File: config.mk
export PLATFORM = sky130hd
export DESIGN_NAME = vadd_top
export DESIGN_NICKNAME = d
export VERILOG_FILES = /design/src/hdl/vadd_pkg.sv /design/src/hdl/vadd_top.sv /design/src/hdl/vadd_pfmath.sv /design/src/hdl/vadd_period.sv
export SDC_FILE = /design/constraint.sdc
export NUM_CORES = 2
export LEC_CHECK = 0
export BUFFER_PORTS_ARGS = -buffer_cell sky130_fd_sc_hd__buf_2
export CORE_MARGIN = 4
export CORE_UTILIZATION = 50
export DETAILED_ROUTE_END_ITERATION = 10
export HOLD_SLACK_MARGIN = 0.1
export PLACE_DENSITY = 0.68
export SLEW_MARGIN = 15
export SYNTH_ARGS = -nofsm -noshare
export SYNTH_HDL_FRONTEND = slang
export SYNTH_HIERARCHICAL = 1
export SYNTH_SLANG_ARGS = --single-unit
export TNS_END_PERCENT = 100
File: constraint.sdc
create_clock -name SYS_CLK -period 35.9 [get_ports SYS_CLK]
set_input_delay 7.18 -clock SYS_CLK [delete_from_list [all_inputs] [get_ports SYS_CLK]]
set_output_delay 7.18 -clock SYS_CLK [all_outputs]
set_load 0.02 [all_outputs]
File: src/hdl/vadd_pkg.sv
/*
 * Shared constants and carrier types for the voice activity decision block.
 * Assumes pseudo-floating values arrive already normalised from the encoder.
 */
package vadd_pkg;

   // Pseudo-floating value: 16-bit signed exponent and a 16-bit mantissa >= 0x4000.
   typedef struct packed {
      logic signed [15:0] exp;
      logic [15:0] man;
   } vadd_pf_t;

   localparam int VADD_FRAME_MS = 20;
   localparam int VADD_ACF_NUM = 9;
   localparam int VADD_RC_NUM = 4;
   localparam int VADD_AUTO_W = 32;

   // Energy floor 130000 and threshold floor 346667 in pseudo-float form.
   localparam vadd_pf_t VADD_ENERGY_FLOOR = '{exp: 16'sh0011, man: 16'h7EF4};
   localparam vadd_pf_t VADD_THRESH_FLOOR = '{exp: 16'sh0013, man: 16'h54A3};
   // Upper margin 69333340.
   localparam vadd_pf_t VADD_UPPER_MARGIN = '{exp: 16'sh001B, man: 16'h421F};
   // Threshold at reset 866656.
   localparam vadd_pf_t VADD_THRESH_INIT = '{exp: 16'sh0014, man: 16'h69CB};
   localparam logic [31:0] VADD_ADAPT_AUTO0_INIT = 32'h0000_0006;

   localparam int VADD_FALL_SHIFT = 5;
   localparam int VADD_RISE_SHIFT = 4;
   // Steady gain 2.1 as Q14 multiplier.
   localparam logic [15:0] VADD_STEADY_GAIN_Q14 = 16'h8666;

   localparam logic [2:0] VADD_BURST_LIMIT = 3'h3;
   localparam logic signed [4:0] VADD_HOLD_LENGTH = 5'sh0A;
   localparam logic signed [4:0] VADD_HOLD_INIT = -5'sh01;

   localparam logic [7:0] VADD_LAG_INIT = 8'h12;
   localparam logic [7:0] VADD_PAIR_GAP_LIMIT = 8'h02;
   localparam logic [2:0] VADD_PAIR_SUM_LIMIT = 3'h4;

   typedef struct packed {
      vadd_pf_t filt_energy;
      vadd_pf_t frame_energy;
      logic [VADD_ACF_NUM*VADD_AUTO_W-1:0] predictor_autocorr;
      logic steady_spectrum;
      logic info_signal;
   } vadd_frame_t;

endpackage : vadd_pkg

File: src/hdl/vadd_top.sv
/*
 * Voice activity decision: threshold adaptation, raw decision, hangover,
 * periodicity. Assumes a one-cycle frame strobe every 20 ms from the encoder.
 */
// Overview of operation
// adapt threshold at most once per 20 ms frame.
// low frame energy forces threshold to floor, autocorr kept.
// adapt only when steady, not periodic, no info tone.
// adaptation copies predictor autocorr into adaptive autocorr.
// scale threshold down by 1/32; keep if above energy times gain.
// else take min of raised value and energy times gain.
// cap threshold at filtered energy plus upper margin.
// reset threshold, autocorr entry zero to six, counter clear.
// raw decision when filtered energy exceeds threshold.
// burst counter, saturating at three, loads hold of ten.
// final decision is raw or hold active; hold decrements.
// reset burst zero and hold minus one.
// count lag pairs closer than two.
// shift pair counts; periodic when sum at least four.
// last lag kept as next lag zero, initially 18.
// periodicity updated after decision using current lags.
// encoder supplies inputs first; decision uses previous periodic flag.
// reset restores all state, periodic flag set.
// energies and threshold in pseudo-float format.
// frame inputs on valid strobe; decision returned with valid.
`timescale 1ns/10ps
`default_nettype none
module vadd_top
   import vadd_pkg::*;
(
   input wire logic SYS_CLK,
   input wire logic SYS_RST,
   input wire logic FRAME_VALID,
   input wire vadd_frame_t FRAME_IN,
   input wire logic LAG_VALID,
   input wire logic [7:0] LAG_FIRST,
   input wire logic [7:0] LAG_SECOND,
   output logic DECISION_VALID,
   output logic FINAL_DECISION,
   output logic RAW_DECISION,
   output logic PERIODIC_FLAG,
   output vadd_pf_t DECISION_THRESHOLD,
   output logic [VADD_ACF_NUM*VADD_AUTO_W-1:0] ADAPTIVE_AUTOCORR,
   output logic [7:0] ADAPT_COUNT
);
   typedef enum {VADD_IDLE, VADD_FALL, VADD_RISE, VADD_CAP, VADD_DECIDE} vadd_state_t;

   vadd_state_t state_r;
   vadd_frame_t frame_r;
   vadd_pf_t thresh_r;
   logic [2:0] burst_r;
   logic signed [4:0] hold_r;
   logic periodic;
   logic raw;
   logic adapt_ok;
   logic adapt_r;
   logic burst_hit;

   vadd_pf_t scaled_thr;
   vadd_pf_t target;
   vadd_pf_t limit;
   logic thr_gt_target;
   logic up_gt_target;
   logic thr_gt_limit;
   logic thr_gt_energy;
   logic [15:0] thr_gain;
   logic low_energy;
   logic fe_gt_floor;

   // Threshold scaling: fall uses (1-1/32), rise uses (1+1/16) in Q14.
   always_comb begin
      if (state_r == VADD_FALL) begin
         thr_gain = 16'h4000 - (16'h4000 >> VADD_FALL_SHIFT);
      end else begin
         thr_gain = 16'h4000 + (16'h4000 >> VADD_RISE_SHIFT);
      end
   end

   vadd_pfmath u_thr (
      .a(thresh_r),
      .b(target),
      .gain_q14(thr_gain),
      .scaled(scaled_thr),
      .sum(),
      .a_gt_b(thr_gt_target)
   );

   vadd_pfmath u_energy (
      .a(frame_r.filt_energy),
      .b(VADD_UPPER_MARGIN),
      .gain_q14(VADD_STEADY_GAIN_Q14),
      .scaled(target),
      .sum(limit),
      .a_gt_b()
   );

   vadd_pfmath u_cap (
      .a(thresh_r),
      .b(limit),
      .gain_q14(16'h4000),
      .scaled(),
      .sum(),
      .a_gt_b(thr_gt_limit)
   );

   vadd_pfmath u_dec (
      .a(frame_r.filt_energy),
      .b(thresh_r),
      .gain_q14(16'h4000),
      .scaled(),
      .sum(),
      .a_gt_b(thr_gt_energy)
   );

   vadd_pfmath u_floor (
      .a(VADD_ENERGY_FLOOR),
      .b(frame_r.frame_energy),
      .gain_q14(16'h4000),
      .scaled(),
      .sum(),
      .a_gt_b(fe_gt_floor)
   );

   // raised value against target
   vadd_pfmath u_rise (
      .a(scaled_thr),
      .b(target),
      .gain_q14(16'h4000),
      .scaled(),
      .sum(),
      .a_gt_b(up_gt_target)
   );

   assign low_energy = fe_gt_floor;
   // strict compare
   assign raw = thr_gt_energy;
   // adapt only in quiet
   assign adapt_ok = !low_energy && frame_r.steady_spectrum && !periodic
                     && !frame_r.info_signal;
   // burst limit reached
   assign burst_hit = raw && ((burst_r + 3'h1) >= VADD_BURST_LIMIT);

   // Keeps the fall step's choice, so the rise and cap steps act only on an adaptation.
   always_ff @(posedge SYS_CLK or posedge SYS_RST) begin
      if (SYS_RST) begin
         adapt_r <= 1'b0;
      end else if (state_r == VADD_FALL) begin
         adapt_r <= adapt_ok;
      end
   end

   // capture frame on strobe
   always_ff @(posedge SYS_CLK or posedge SYS_RST) begin
      if (SYS_RST) begin
         frame_r <= '0;
      end else if (FRAME_VALID && state_r == VADD_IDLE) begin
         frame_r <= FRAME_IN;
      end
   end

   // one pass per frame
   always_ff @(posedge SYS_CLK or posedge SYS_RST) begin
      if (SYS_RST) begin
         state_r <= VADD_IDLE;
      end else begin
         case (state_r)
            VADD_IDLE: begin
               if (FRAME_VALID) begin
                  state_r <= VADD_FALL;
               end
            end
            VADD_FALL: begin
               // Every frame walks all steps, so the answer always comes at the same latency.
               state_r <= VADD_RISE;
            end
            VADD_RISE: state_r <= VADD_CAP;
            VADD_CAP: state_r <= VADD_DECIDE;
            VADD_DECIDE: state_r <= VADD_IDLE;
            default: state_r <= VADD_IDLE;
         endcase
      end
   end

   // threshold as pseudo-float
   always_ff @(posedge SYS_CLK or posedge SYS_RST) begin
      if (SYS_RST) begin
         // reset threshold
         thresh_r <= VADD_THRESH_INIT;
      end else begin
         case (state_r)
            VADD_FALL: begin
               if (low_energy) begin
                  // force floor
                  thresh_r <= VADD_THRESH_FLOOR;
               end else if (adapt_ok) begin
                  // trial decrease
                  thresh_r <= scaled_thr;
               end
            end
            VADD_RISE: begin
               // bounded increase
               if (adapt_r && !thr_gt_target) begin
                  if (up_gt_target) begin
                     thresh_r <= target;
                  end else begin
                     thresh_r <= scaled_thr;
                  end
               end
            end
            VADD_CAP: begin
               // upper cap
               if (adapt_r && thr_gt_limit) begin
                  thresh_r <= limit;
               end
            end
            default: thresh_r <= thresh_r;
         endcase
      end
   end

   // copy predictor autocorr on adaptation
   always_ff @(posedge SYS_CLK or posedge SYS_RST) begin
      if (SYS_RST) begin
         ADAPTIVE_AUTOCORR <= {{(VADD_ACF_NUM-1)*VADD_AUTO_W{1'b0}}, VADD_ADAPT_AUTO0_INIT};
         ADAPT_COUNT <= 8'h00;
      end else if (state_r == VADD_FALL && adapt_ok) begin
         ADAPTIVE_AUTOCORR <= frame_r.predictor_autocorr;
         ADAPT_COUNT <= ADAPT_COUNT + 8'h01;
      end
   end

   // one-cycle answer strobe
   always_ff @(posedge SYS_CLK or posedge SYS_RST) begin
      if (SYS_RST) begin
         DECISION_VALID <= 1'b0;
      end else begin
         DECISION_VALID <= (state_r == VADD_DECIDE);
      end
   end

   // burst counter
   always_ff @(posedge SYS_CLK or posedge SYS_RST) begin
      if (SYS_RST) begin
         // no burst at start
         burst_r <= 3'h0;
      end else if (state_r == VADD_DECIDE) begin
         if (burst_hit) begin
            burst_r <= VADD_BURST_LIMIT;
         end else begin
            burst_r <= raw ? burst_r + 3'h1 : 3'h0;
         end
      end
   end

   // hangover countdown
   always_ff @(posedge SYS_CLK or posedge SYS_RST) begin
      if (SYS_RST) begin
         // hangover idle
         hold_r <= VADD_HOLD_INIT;
      end else if (state_r == VADD_DECIDE) begin
         if (burst_hit) begin
            // Loaded and decremented in the same frame, so it reads one below the length.
            hold_r <= VADD_HOLD_LENGTH - 5'sh01;
         end else if (hold_r >= 5'sh00) begin
            hold_r <= hold_r - 5'sh01;
         end
      end
   end

   // raw or hold active
   always_ff @(posedge SYS_CLK or posedge SYS_RST) begin
      if (SYS_RST) begin
         RAW_DECISION <= 1'b0;
         FINAL_DECISION <= 1'b0;
      end else if (state_r == VADD_DECIDE) begin
         // Both decisions stand until the decide step of the next frame.
         RAW_DECISION <= raw;
         FINAL_DECISION <= raw || (hold_r >= 5'sh00);
      end
   end

   assign periodic = PERIODIC_FLAG;
   // The published threshold trails the working one by a cycle in every state, so the fall and rise values show too.
   always_ff @(posedge SYS_CLK or posedge SYS_RST) begin
      if (SYS_RST) begin
         DECISION_THRESHOLD <= VADD_THRESH_INIT;
      end else begin
         DECISION_THRESHOLD <= thresh_r;
      end
   end

   // periodicity after decision
   // decision reads previous flag
   vadd_period u_period (
      .clk(SYS_CLK),
      .rst(SYS_RST),
      .lag_valid(LAG_VALID),
      .lag_first(LAG_FIRST),
      .lag_second(LAG_SECOND),
      .periodic_r(PERIODIC_FLAG)
   );
endmodule : vadd_top
`default_nettype wire

File: src/hdl/vadd_pfmath.sv
/*
 * Pseudo-floating helpers: compare, scale by a Q14 factor, and add.
 * Assumes normalised operands; results are renormalised in one cycle.
 */
`timescale 1ns/10ps
`default_nettype none
module vadd_pfmath
   import vadd_pkg::*;
(
   input wire vadd_pf_t a,
   input wire vadd_pf_t b,
   input wire logic [15:0] gain_q14,
   output vadd_pf_t scaled,
   output vadd_pf_t sum,
   output logic a_gt_b
);
   logic [31:0] prod;
   logic [15:0] acc;
   logic [15:0] al;
   logic [15:0] bl;
   logic signed [15:0] diff;

   always_comb begin
      // Exponents decide first since mantissas are normalised.
      if (a.exp != b.exp) begin
         a_gt_b = (a.exp > b.exp);
      end else begin
         a_gt_b = (a.man > b.man);
      end
      prod = a.man * gain_q14;
      // The top set bit of the product puts the mantissa back into 0x4000..0x7FFF.
      if (prod[31]) begin
         scaled = '{exp: a.exp + 16'sh0003, man: {1'b0, prod[31:17]}};
      end else if (prod[30]) begin
         scaled = '{exp: a.exp + 16'sh0002, man: {1'b0, prod[30:16]}};
      end else if (prod[29]) begin
         scaled = '{exp: a.exp + 16'sh0001, man: {1'b0, prod[29:15]}};
      end else if (prod[28]) begin
         scaled = '{exp: a.exp, man: {1'b0, prod[28:14]}};
      end else begin
         scaled = '{exp: a.exp - 16'sh0001, man: {1'b0, prod[27:13]}};
      end
      diff = a.exp - b.exp;
      al = a.man;
      bl = b.man;
      if (diff >= 16'sh0010) begin
         bl = 16'h0000;
      end else if (diff > 16'sh0000) begin
         bl = b.man >> diff[3:0];
      end else if (diff <= -16'sh0010) begin
         al = 16'h0000;
      end else if (diff < 16'sh0000) begin
         al = a.man >> 4'((-diff));
      end
      acc = al + bl;
      sum.exp = (diff > 16'sh0000) ? a.exp : b.exp;
      sum.man = acc;
      // Both mantissas stay below 0x8000, so a carry shows up in bit 15.
      if (acc[15]) begin
         sum.exp = sum.exp + 16'sh0001;
         sum.man = {1'b0, acc[15:1]};
      end
   end
endmodule : vadd_pfmath
`default_nettype wire

File: src/hdl/vadd_period.sv
/*
 * Periodicity tracker fed with the two pitch lags of each frame.
 * Assumes a one-cycle lag strobe, given after the frame's decision.
 */
`timescale 1ns/10ps
`default_nettype none
module vadd_period
   import vadd_pkg::*;
(
   input wire logic clk,
   input wire logic rst,
   input wire logic lag_valid,
   input wire logic [7:0] lag_first,
   input wire logic [7:0] lag_second,
   output logic periodic_r
);
   logic [7:0] lag_zero_r;
   logic [1:0] prior_pair_count_r;
   logic [1:0] second_prior_pair_count_r;
   logic [1:0] close_pair_count;
   logic [7:0] gap_a;
   logic [7:0] gap_b;

   always_comb begin
      gap_a = (lag_first > lag_zero_r) ? lag_first - lag_zero_r : lag_zero_r - lag_first;
      gap_b = (lag_second > lag_first) ? lag_second - lag_first : lag_first - lag_second;
      // count close pairs
      close_pair_count = {1'b0, gap_a < VADD_PAIR_GAP_LIMIT}
                       + {1'b0, gap_b < VADD_PAIR_GAP_LIMIT};
   end

   // reset history
   always_ff @(posedge clk or posedge rst) begin
      if (rst) begin
         lag_zero_r <= VADD_LAG_INIT;
         prior_pair_count_r <= 2'h0;
         second_prior_pair_count_r <= 2'h0;
         periodic_r <= 1'b1;
      end else if (lag_valid) begin
         // keep last lag
         lag_zero_r <= lag_second;
         // shift and sum
         second_prior_pair_count_r <= prior_pair_count_r;
         prior_pair_count_r <= close_pair_count;
         periodic_r <= ({1'b0, prior_pair_count_r} + {1'b0, close_pair_count})
                       >= VADD_PAIR_SUM_LIMIT;
      end
   end
endmodule : vadd_period
`default_nettype wire

==> results.sh <==
export IMPL_grt_pass1_vias=47100
export IMPL_grt_use_total=0.287
export IMPL_drive_above_1_share=0.197
export IMPL_place_inst=8454
export IMPL_outcome="finished clean"
export IMPL_synth_cell_area_mm2=0.0577
export IMPL_cts_sinks=740
export IMPL_clockBufferDepth=3
export IMPL_finalInstanceArea_mm2=0.0662
export IMPL_port_buffers=705
export IMPL_numCtsBuffers=82
export IMPL_synthToLayoutAreaGrowth_pct=14.8
export IMPL_hold_viol=0
export IMPL_core_area_mm2=0.115
export IMPL_critical_path_class="reg2reg"
export IMPL_start_kind="flop"
export IMPL_nets=8240
export IMPL_utilization=0.579
export IMPL_drc=0
export IMPL_hpwl_um=132000
export IMPL_grt_max_degree=188
export IMPL_pin_count=706
export IMPL_slew_limit_headroom=0.238
export IMPL_slowest_stage="dfrtp_1"
export IMPL_cts_repair_resized=0
export IMPL_grt_overflow=0
export IMPL_setup_viol=0
export IMPL_antenna_found_initial=69
export IMPL_via_per_inst=5.37
export IMPL_fmax_ghz=0.0809
export IMPL_hold_depth=2
export IMPL_hold_path_class="reg2reg"
export IMPL_cp_arrival_ns=12.95
export IMPL_drtIter0Drc=3762
export IMPL_fin_crit_ns=12.35
export IMPL_worst_path_buf_inv=9
export IMPL_skew_ns=0.0649
export IMPL_row_count=124
export IMPL_clkSlewWorstSetupHoldPaths_ns=0.06
export IMPL_syn_avg_cell_area_um2=9.30
export IMPL_post_cts_buffers=0
export IMPL_cp_end_kind="flop"
export IMPL_cp_depth=41
export IMPL_final_setup_tns_ns=0
export IMPL_grt_pass1_wl_um=272000
export IMPL_post_drt_wl_per_cell_um=20.3
export IMPL_dieArea_mm2=0.121
export IMPL_grt_setup_unrepaired="false"
export IMPL_die_h_um=348
export IMPL_tightest_slew_ns=1.14
export IMPL_ant_nets=0
export IMPL_ys_warnings_count=6
export IMPL_crit_family="adder cells"
export IMPL_hold_buffers=0
export IMPL_crit_required_ns=36.50
export IMPL_detail_route_first_pass_iterations=9
export IMPL_synth_cells=6207
export IMPL_initial_core_util=0.504
export IMPL_cap_violations=0
export IMPL_htreeDepth=3
export IMPL_slew_violations=0
export IMPL_dpl_cell_area_mm2=0.0632
export IMPL_clk_latency_ns=0.68
export IMPL_cp_max_fo=64
export IMPL_final_cells=8651
export IMPL_critical_path_max_stage_delay_ns=1.10
export IMPL_num_vias=46500
export IMPL_wl_um=175000
export IMPL_reg2reg_depth=41
export IMPL_fin_crit_sh=0.344
export IMPL_fp_dieW_um=348
export IMPL_cts_root_buf="clkbuf_16"
export IMPL_gp_congestion=0.935
export IMPL_cts_tree="built"
-- flip-flops by register name, indices dropped and copies added (netlist names) --
name	flops
frame_r	354
ADAPTIVE_AUTOCORR	288
DECISION_THRESHOLD	32
thresh_r	32
ADAPT_COUNT	8
u_period/lag_zero_r	8
hold_r	5
burst_r	3
state_r	3
u_period/prior_pair_count_r	2
DECISION_VALID	1
FINAL_DECISION	1
RAW_DECISION	1
adapt_r	1
u_period/periodic_r	1
-- worst min-delay path: cells and delay by family (launching register included) --
kind | cells | cell delay (ns)
flops | 1 | 0.34
simple gates | 2 | 0.10
-- layer usage --
metal / part of all wire / vias to the layer above / track usage
met5: 0.00046 / - / 0
met4: 0.041 / 14 / 0.127
met1: 0.40 / 23000 / 0.361
li1: - / 21500 / -
met2: 0.48 / 1604 / 0.472
met3: 0.079 / 357 / 0.0698
-- final cells by class --
cell class / instances / area, um2
Fill cell: 10100 / 48300
Multi-Input combinational cell: 4688 / 35900
Sequential cell: 740 / 18600
Timing Repair Buffer: 777 / 4110
Inverter: 737 / 2770
Clock buffer: 115 / 2420
Tap cell: 1512 / 1890
Clock inverter: 36 / 520
Antenna cell: 46 / 115
-- worst paths after layout --
kind                                    from                             end  slack [ns]
worst max-delay path              state_r[0]                     thresh_r[6]       23.55
worst min-delay path            frame_r[222]          ADAPTIVE_AUTOCORR[220]        0.43
worst max register to register    state_r[0]                     thresh_r[6]       23.55
worst min register to register  frame_r[222]          ADAPTIVE_AUTOCORR[220]        0.43
max in group asynchronous            SYS_RST                    frame_r[128]       26.24
min in group asynchronous            SYS_RST  u_period/prior_pair_count_r[0]        6.60
-- placed cells by master (no fill, tap or decap), drive strengths merged, types with 46 or more instances in the layout --
cell type	n
and2	246
fa	397
diode	46
nor3	51
nand3	71
xnor2	88
inv	740
conb	321
ha	443
dfrtp	708
clkbuf	115
buf	777
nand2	1392
nor2	196
mux2	387
o21ai	172
mux2i	84
a21oi	204
-- metrics by stage --
stage          hold WS, ns  setup slack, ns
2_1_floorplan        0.382             8.32
3_3_place_gp         0.441            23.83
3_5_place_dp         0.448            23.53
5_1_grt              0.461            22.80
6_report             0.434            23.55
4_1_cts              0.425            23.49
Power is not shown: default switching activity piles up to over one toggle a cycle in this logic, so the estimate is an artifact.
